<file path="src/plr_map.svh">
// constants for the position loop and range limit block
// assumes inclusion by bare name from design files
`ifndef PLR_MAP_SVH
`define PLR_MAP_SVH

// register byte offsets (avalon word aligned)
`define PLR_REG_CTRL      8'h00
`define PLR_REG_GAIN      8'h04
`define PLR_REG_CORR      8'h08
`define PLR_REG_MIN_LIM   8'h0C
`define PLR_REG_MAX_LIM   8'h10
`define PLR_REG_TT_RANGE  8'h14
`define PLR_REG_STATUS    8'h18
`define PLR_REG_MASK      8'h1C
`define PLR_REG_ACT_POS   8'h20
`define PLR_REG_SPD_OUT   8'h24

// control register fields
`define PLR_CTRL_POL_BIT    0
`define PLR_CTRL_TT_BIT     1
`define PLR_CTRL_HOMED_BIT  2
`define PLR_CTRL_MODE_LSB   3
`define PLR_CTRL_MODE_MSB   4

// status register fields
`define PLR_ST_MIN_BIT   0
`define PLR_ST_MAX_BIT   1
`define PLR_ST_WRAP_BIT  2

// fixed point: position in 1/10000 revolution
`define PLR_POS_SCALE    32'sd10000
`define PLR_GAIN_SCALE   32'sd10000
`define PLR_GAIN_MAX     16'd9999
`define PLR_LIN_MIN      40'shFE_C780_0000
`define PLR_LIN_MAX      40'sh01_387F_FFFE
`define PLR_TT_MIN       32'd10000
`define PLR_TT_MAX       32'd1000000000

// reset values
`define PLR_RST_GAIN     16'h07D0
`define PLR_RST_CORR     16'h0BB8
`define PLR_RST_MIN      40'shFE_C780_0000
`define PLR_RST_MAX      40'sh01_387F_FFFE
`define PLR_RST_TT       32'h3B9A_CA00

`endif

</file>
<file path="src/plr_pkg.sv">
// types for the position loop and range limit block
// assumes plr_map.svh is compiled alongside
package plr_pkg;

  typedef enum logic [1:0] {
    PLR_MODE_POS,
    PLR_MODE_SPEED,
    PLR_MODE_CURRENT
  } plr_mode_t;

  typedef struct packed {
    logic polarity_neg;
    logic turntable;
    logic homed;
    logic [1:0] mode;
  } plr_ctrl_t;

  typedef struct packed {
    logic wrap;
    logic max_err;
    logic min_err;
  } plr_status_t;

  typedef struct packed {
    logic signed [39:0] min_lim;
    logic signed [39:0] max_lim;
  } plr_limits_t;

endpackage

</file>
<file path="src/plr_limit_check.sv">
// software position limit comparison for one position value
// assumes both positions and limits share the 1/10000 rev scale
`include "plr_map.svh"

module plr_limit_check (
  // position and limits
  input wire logic signed [39:0] pos_i,
  input wire plr_pkg::plr_limits_t lim_i,
  // comparison results
  output logic below_o,
  output logic above_o
);

  assign below_o = pos_i < lim_i.min_lim;
  assign above_o = pos_i > lim_i.max_lim;

endmodule

</file>
<file path="src/plr_top.sv">
// position loop, polarity and range limit block with avalon slave
// assumes a synchronous trajectory source on clk_i; encoder input is synchronised from its pin domain
//
// Operation
// RULE_01: speed correction is gain times position error, gain 0 to 0.9999
// RULE_02: position loop correction is clamped to the programmed magnitude
// RULE_03: demand speed stays within trajectory speed plus or minus correction
// RULE_04: positive polarity counts up clockwise, negative counts up ccw
// RULE_05: negative polarity also inverts current and speed setpoints
// RULE_06: limits span -524288 to under 524288 rev; turntable 0 to 100000 (written limits reach only about +/-214748 rev)
// RULE_07: after homing, setpoint or actual below minimum flags an error
// RULE_08: after homing, setpoint or actual above maximum flags an error
// RULE_09: in turntable mode the position counter wraps to zero at the range
// RULE_10: controller programs turntable range within 1 to 100000 revolutions
// RULE_11: controller gives turntable range exactly, at most four decimals
// RULE_12: turntable range is an integer count of 1/10000 revolution
// RULE_13: positions are signed fixed point in 1/10000 revolution
`include "plr_map.svh"

module plr_top (
  // clock and reset
  input wire logic clk_i,
  input wire logic rst_i,
  // avalon-mm slave
  input wire logic [7:0] avs_address_i,
  input wire logic avs_read_i,
  input wire logic avs_write_i,
  input wire logic [31:0] avs_writedata_i,
  input wire logic [3:0] avs_byteenable_i,
  output logic [31:0] avs_readdata_o,
  output logic avs_waitrequest_o,
  // trajectory and setpoints
  input wire logic signed [39:0] pos_demand_i,
  input wire logic signed [31:0] traj_speed_i,
  input wire logic signed [31:0] speed_setpoint_i,
  input wire logic signed [31:0] current_setpoint_i,
  // encoder increments, 1/10000 rev in shaft cw sense, pin domain
  input wire logic enc_valid_i,
  input wire logic signed [15:0] enc_delta_i,
  // outputs
  output logic signed [31:0] speed_cmd_o,
  output logic signed [31:0] current_cmd_o,
  output logic signed [39:0] act_pos_o,
  output logic pos_error_o,
  output logic irq_o
);

  // ==========================================================
  // register storage
  // ==========================================================
  plr_pkg::plr_ctrl_t ctrl;
  logic [15:0] position_loop_gain;
  logic [15:0] corr_speed;
  plr_pkg::plr_limits_t lims;
  logic [31:0] tt_range;
  plr_pkg::plr_status_t status;
  plr_pkg::plr_status_t mask;
  logic ack;

  // ==========================================================
  // encoder input synchroniser
  // ==========================================================
  logic [16:0] enc_s1;
  logic [16:0] enc_s2;
  logic enc_seen;

  always_ff @(posedge clk_i or posedge rst_i)
  begin
    if (rst_i)
    begin
      enc_s1 <= 17'h0_0000;
      enc_s2 <= 17'h0_0000;
      enc_seen <= 1'b0;
    end
    else
    begin
      enc_s1 <= {enc_valid_i, enc_delta_i};
      enc_s2 <= enc_s1;
      enc_seen <= enc_s2[16];
    end
  end

  // one update per rising valid edge
  // delta rides with valid, so the source holds it while valid is high
  wire enc_strobe = enc_s2[16] & ~enc_seen;
  wire signed [15:0] enc_raw = enc_s2[15:0];
  // negative polarity counts ccw as increasing
  wire signed [15:0] enc_step =
    ctrl.polarity_neg ? -enc_raw : enc_raw; // RULE_04

  // ==========================================================
  // actual position counter
  // ==========================================================
  logic signed [39:0] act_pos;
  wire signed [39:0] tt_top = {8'h00, tt_range}; // RULE_12
  wire signed [39:0] pos_sum = act_pos + 40'(enc_step); // RULE_13
  // a step longer than the range wraps only once, so steps stay small
  wire wrap_hi = ctrl.turntable && pos_sum >= tt_top;
  wire wrap_lo = ctrl.turntable && pos_sum < 40'sh00_0000_0000;
  wire signed [39:0] lin_sat =
    pos_sum > `PLR_LIN_MAX ? `PLR_LIN_MAX :
    pos_sum < `PLR_LIN_MIN ? `PLR_LIN_MIN : pos_sum; // RULE_06
  wire signed [39:0] next_act_pos =
    wrap_hi ? pos_sum - tt_top :
    wrap_lo ? pos_sum + tt_top : lin_sat; // RULE_09

  always_ff @(posedge clk_i or posedge rst_i)
  begin
    if (rst_i)
      act_pos <= 40'sh00_0000_0000;
    else if (enc_strobe)
      act_pos <= next_act_pos;
  end

  assign act_pos_o = act_pos;

  // ==========================================================
  // proportional position loop
  // ==========================================================
  wire signed [39:0] pos_diff = pos_demand_i - act_pos;
  wire signed [56:0] prod =
    57'(pos_diff) * 57'(signed'({1'b0, position_loop_gain})); // RULE_01
  // signed division truncates toward zero, so tiny errors give no push
  wire signed [56:0] corr_raw = prod / 57'(`PLR_GAIN_SCALE);
  wire signed [56:0] corr_lim = 57'(signed'({1'b0, corr_speed}));
  wire signed [31:0] corr_clamp =
    corr_raw > corr_lim ? 32'(corr_lim) :
    corr_raw < -corr_lim ? 32'(-corr_lim) : 32'(corr_raw); // RULE_02
  // demand speed never leaves traj +/- correction
  wire signed [31:0] pos_speed = traj_speed_i + corr_clamp; // RULE_03

  wire plr_pkg::plr_mode_t mode = plr_pkg::plr_mode_t'(ctrl.mode);
  wire signed [31:0] spd_inv =
    ctrl.polarity_neg ? -speed_setpoint_i : speed_setpoint_i; // RULE_05
  wire signed [31:0] cur_inv =
    ctrl.polarity_neg ? -current_setpoint_i : current_setpoint_i; // RULE_05
  // mode code 3 commands neither speed nor current
  wire signed [31:0] next_speed =
    mode == plr_pkg::PLR_MODE_POS ? pos_speed :
    mode == plr_pkg::PLR_MODE_SPEED ? spd_inv : 32'sh0000_0000;
  wire signed [31:0] next_current =
    mode == plr_pkg::PLR_MODE_CURRENT ? cur_inv : 32'sh0000_0000;

  always_ff @(posedge clk_i or posedge rst_i)
  begin
    if (rst_i)
    begin
      speed_cmd_o <= 32'sh0000_0000;
      current_cmd_o <= 32'sh0000_0000;
    end
    else
    begin
      speed_cmd_o <= next_speed;
      current_cmd_o <= next_current;
    end
  end

  // ==========================================================
  // software limits
  // ==========================================================
  logic dem_below;
  logic dem_above;
  logic act_below;
  logic act_above;

  plr_limit_check u_dem_chk (
    .pos_i(pos_demand_i),
    .lim_i(lims),
    .below_o(dem_below),
    .above_o(dem_above)
  );

  plr_limit_check u_act_chk (
    .pos_i(act_pos),
    .lim_i(lims),
    .below_o(act_below),
    .above_o(act_above)
  );

  // limits only act once homing is done
  wire ev_min = ctrl.homed & (dem_below | act_below); // RULE_07
  wire ev_max = ctrl.homed & (dem_above | act_above); // RULE_08
  wire ev_wrap = enc_strobe & (wrap_hi | wrap_lo);

  // error level is recomputed each cycle while a breach lasts
  always_ff @(posedge clk_i or posedge rst_i)
  begin
    if (rst_i)
      pos_error_o <= 1'b0;
    else
      pos_error_o <= ev_min | ev_max; // RULE_07 RULE_08
  end

  // ==========================================================
  // avalon decode
  // ==========================================================
  // writes land at the edge that raises ack; the master still holds then
  wire req = (avs_read_i | avs_write_i) & ~ack;
  wire wr = avs_write_i & req;
  wire rd = avs_read_i & req;
  wire sel_ctrl = avs_address_i == `PLR_REG_CTRL;
  wire sel_gain = avs_address_i == `PLR_REG_GAIN;
  wire sel_corr = avs_address_i == `PLR_REG_CORR;
  wire sel_min = avs_address_i == `PLR_REG_MIN_LIM;
  wire sel_max = avs_address_i == `PLR_REG_MAX_LIM;
  wire sel_tt = avs_address_i == `PLR_REG_TT_RANGE;
  wire sel_st = avs_address_i == `PLR_REG_STATUS;
  wire sel_mask = avs_address_i == `PLR_REG_MASK;
  wire sel_pos = avs_address_i == `PLR_REG_ACT_POS;
  wire sel_spd = avs_address_i == `PLR_REG_SPD_OUT;
  wire [31:0] wdat = avs_writedata_i;
  wire full_word = &avs_byteenable_i;
  wire [15:0] gain_w =
    wdat[15:0] > `PLR_GAIN_MAX ? `PLR_GAIN_MAX : wdat[15:0]; // RULE_01
  // sign extend 32 bit write of limits in 1/10000 rev
  // so written limits reach only about +/-214748 rev
  wire signed [39:0] lim_w = 40'(signed'(wdat)); // RULE_06
  wire [31:0] tt_w =
    wdat < `PLR_TT_MIN ? `PLR_TT_MIN :
    wdat > `PLR_TT_MAX ? `PLR_TT_MAX : wdat; // RULE_10

  // control word fields sit at their own bit positions
  wire plr_pkg::plr_ctrl_t ctrl_w = '{
    polarity_neg: wdat[`PLR_CTRL_POL_BIT],
    turntable: wdat[`PLR_CTRL_TT_BIT],
    homed: wdat[`PLR_CTRL_HOMED_BIT],
    mode: wdat[`PLR_CTRL_MODE_MSB:`PLR_CTRL_MODE_LSB]
  };

  // unmapped offsets read as zero
  wire [31:0] rd_mux =
    sel_ctrl ? {27'h0, ctrl.mode, ctrl.homed, ctrl.turntable,
                ctrl.polarity_neg} :
    sel_gain ? {16'h0, position_loop_gain} :
    sel_corr ? {16'h0, corr_speed} :
    sel_min ? lims.min_lim[31:0] :
    sel_max ? lims.max_lim[31:0] :
    sel_tt ? tt_range :
    sel_st ? {29'h0, status} :
    sel_mask ? {29'h0, mask} :
    sel_pos ? act_pos[31:0] :
    sel_spd ? speed_cmd_o : 32'h0000_0000;

  // ==========================================================
  // register writes and reads
  // ==========================================================
  always_ff @(posedge clk_i or posedge rst_i)
  begin
    if (rst_i)
    begin
      ctrl <= 5'h00;
      position_loop_gain <= `PLR_RST_GAIN;
      corr_speed <= `PLR_RST_CORR;
      lims.min_lim <= `PLR_RST_MIN;
      lims.max_lim <= `PLR_RST_MAX;
      tt_range <= `PLR_RST_TT;
      mask <= 3'h0;
      ack <= 1'b0;
      avs_readdata_o <= 32'h0000_0000;
    end
    else
    begin
      ack <= req;
      if (rd)
        avs_readdata_o <= rd_mux;
      if (wr && full_word)
      begin
        if (sel_ctrl)
          ctrl <= ctrl_w;
        else if (sel_gain)
          position_loop_gain <= gain_w;
        else if (sel_corr)
          corr_speed <= wdat[15:0];
        else if (sel_min)
          lims.min_lim <= lim_w;
        else if (sel_max)
          lims.max_lim <= lim_w;
        else if (sel_tt)
          tt_range <= tt_w; // RULE_12
        else if (sel_mask)
          mask <= wdat[2:0];
      end
    end
  end

  // sticky status, a read clears it but a new event wins
  wire rd_clr = rd & sel_st;
  wire [2:0] ev_vec = {ev_wrap, ev_max, ev_min};
  wire [2:0] next_status = (rd_clr ? 3'h0 : status) | ev_vec;

  always_ff @(posedge clk_i or posedge rst_i)
  begin
    if (rst_i)
      status <= 3'h0;
    else
      status <= next_status;
  end

  assign avs_waitrequest_o = (avs_read_i | avs_write_i) & ~ack;
  // status and mask share one layout; one level interrupt
  assign irq_o = |(status & mask);

endmodule

</file>
<file path="config.mk">
export PLATFORM = sky130hd
export DESIGN_NAME = plr_top
export DESIGN_NICKNAME = d
export VERILOG_FILES = /design/src/plr_pkg.sv /design/src/plr_limit_check.sv /design/src/plr_top.sv
export VERILOG_INCLUDE_DIRS = /design/src /design/src/src
export SDC_FILE = /design/constraint.sdc
export NUM_CORES = 2
export LEC_CHECK = 0
export BUFFER_PORTS_ARGS = -buffer_cell sky130_fd_sc_hd__clkbuf_2
export CELL_PAD_IN_SITES_DETAIL_PLACEMENT = 1
export CELL_PAD_IN_SITES_GLOBAL_PLACEMENT = 1
export CORE_ASPECT_RATIO = 0.8
export CORE_UTILIZATION = 40
export DETAILED_ROUTE_END_ITERATION = 6
export MAX_ROUTING_LAYER = met4
export PLACE_DENSITY_LB_ADDON = 0.15
export SLEW_MARGIN = 10
export SYNTH_ARGS = -nofsm -noshare
export SYNTH_HDL_FRONTEND = slang
export SYNTH_SLANG_ARGS = --single-unit
export TNS_END_PERCENT = 1
</file>
<file path="constraint.sdc">
create_clock -name clk_i -period 117.5 [get_ports clk_i]
set_clock_uncertainty 0.05 [all_clocks]
set_input_delay 11.75 -clock clk_i [delete_from_list [all_inputs] [get_ports clk_i]]
set_output_delay 11.75 -clock clk_i [all_outputs]
set_load 0.01 [all_outputs]
</file>
==> metrics.cfg <==
[clocking]
cts_buffer_depth=3
hold_buffers=0
cts_setup_buffers=0
cts_tree=done
cts_buffers=37
insertion_delay_ps=590
cts-resized-gates=0
path_clk_slew_ps=60
cts_sinks=314
h-tree-depth=2
cts-root-buf=clkbuf_16

[sta]
fin_setup_tns_ps=0
max_slew_margin_pct=10.1
fmax_ghz=0.0111
report.final.slew_viol_count=0
final-hold-violation-count=0
period_share_pct=76.5
rsz0062_at_grt=no
worstMarginPinSlew_ps=1350
worst_hold_slack_ps=300
timing.final.ws_setup_ps=27610
setup_viol=0
fin_crit_ps=89890

[detailed_routing]
detail-route-antenna-nets=0
wl_per_cell_um=26.8
drc=0
drt_first_pass_iters=6
wl_um=328000
drt_iter0_drc=6485
vias=75233
vias_per_cell=6.15

[global_routing]
grt-ovfl-total=0
grt_pass1_wl_um=497000
grtUsageTotal_pct=34.7
grt_start_max_net_pins=168
grt_pass1_vias=77355
antenna_found_initial=42

[floorplan]
die_y_um=392
start_util_pct=40.4
die_w_um=489
dieArea_um2=191000
ioPinCount=340
placementRows=142
core_area_um2=188000

[placed_design]
dpl_worst_slack_ps=28190
io_buffers=339
dpl.cell_count=12131
gp_congestion=1.01
place_hpwl_um=268000

[yosys]
ys_seq_elements=314
syn_area_per_cell_um2=7.95
yosysWarnings=0
synth.most_common_cell=inv_1
synth-edff-count=0
syn_area_um2=75900
synth_fp_nets=10896
ys_seq_area_share_pct=10.5
synth_top_cell_area_share_pct=16.0
synthArstFlopShare_pct=100
synth_top_area_cell=fa_1
synth.area.top_cells=fa_1 16%, ha_1 9.0%, dfrtp_1 8.4%, xnor2_1 4.9%, inv_1 4.7%
syn_inst=9544
ys_top_cells_by_count=953 x inv_1, 901 x nand2_1, 733 x nor2_1
ys.flop_type=dfrtp_1
synth_cell_types=190

[hold_path]
hp-class=reg -> reg

[critical_path]
arrival_ps=90250
cp_max_fo=58
required_ps=117860
endpoint_kind=flop
crit_type=in -> reg
cp_common_cell=a21o_1
crit_path_top_delay_cell=fa_1
critPathLaunchType=input port
cp_slowest_stage_delay_ps=990

[cells_and_area]
area_delta_synth_final_pct=6.92
fill_cells=23016
fin_nets=11003
layout-drive-gt1-share_pct=11.3
final_cells=12228

[outcome]
status=finished, final reports clean

[job]
max-cap-violations=0

==> worst paths after layout <==
kind | start | end | slack (ps) | cells after the start
worst min-delay path | enc_s1[13] | enc_s2[13] | 300 | 0
worst max-delay path | pos_demand_i[1] | speed_cmd_o[30] | 27610 | 261
max in group asynchronous | rst_i | position_loop_gain[15] | 104620 | 3
worst min register to register | enc_s1[13] | enc_s2[13] | 300 | 0
worst max register to register | act_pos_o[1] | speed_cmd_o[30] | 38040 | 262
min in group asynchronous | rst_i | current_cmd_o[28] | 11230 | 2
==> metal layers <==
metal	vias up	part of all wire (%)	GRT usage [%]
met2	2468	44	52.2
met1	38487	47	48.8
met5	-	0	-
li1	33907	-	-
met4	0	2.5	7.91
met3	371	7.1	5.16
==> area by class of cell <==
class	count	area (µm²)	share of cell area [%]
multi-input combinational	7847	62300	76.8
sequential	314	7940	9.78
inverter	959	3610	4.45
tap	2520	3150	3.89
timing repair buffer	492	2860	3.52
clock buffer	54	1050	1.30
clock inverter	12	121	0.150
antenna	30	75.1	0.0925
==> sequential cells by signal, indices dropped and copies added, names as in the netlist, 16 cells and up <==
name,count
current_cmd_o,32
position_loop_gain,16
enc_s2,17
tt_range,32
corr_speed,16
act_pos_o,40
avs_readdata_o,32
lims,66
enc_s1,17
speed_cmd_o,32
==> layout by cell type, fill, tap and decap left out, types with 85 or more instances in the layout <==
master and instances:
inv_1 952, nand2_1 900, nor2_1 729, fa_1 606, a21oi_1 605, ha_1 544, o21ai_0 437, xnor2_1 416
and2_1 363, clkbuf_2 339, dfrtp_1 251, nor3_1 212, xor2_1 193, a21o_1 181, nand3_1 166, nand4_1 152
buf_4 151, a31oi_1 117, nor2b_1 114, nand2b_1 109, a211oi_1 88, mux2_2 85
==> kinds of logic (layout without fill, tap and decap cells) <==
group,Yosys count,in the layout,share of synthesized area [%]
and+or+nand+nor,3272,3272,21.7
buffers and inverters,1383,1517,7.72
xor gates and xnor gates,658,658,8.03
DFF,314,314,10.5
muxes,160,160,2.31
other,0,30,0
AOI/OAI and AO/OA,2580,2580,24.4
adders and majority gates,1177,1177,25.3
==> per-stage QoR <==
stage | instance area (µm²) | util, %
floorplan | 75900 | -
global placement | 79800 | 42.5
detailed placement | 79800 | 42.5
CTS | 81000 | 43.1
global route | 81100 | 43.2
finish | 81100 | 43.2
==> worst max-delay path: cells and delay by family <==
kind | cells | cell delay [ps]
adder cells (fa/ha/maj) | 12 | 5730
AO/OA/AOI/OAI | 162 | 45830
XOR/XNOR | 14 | 6500
AND/OR/NAND/NOR | 56 | 15530
buffers and inverters | 11 | 2480
multiplexers | 6 | 2130
Power is left out: the tool's default activity adds up to more than one toggle a clock period on the data nets, which glitch-free logic cannot reach.
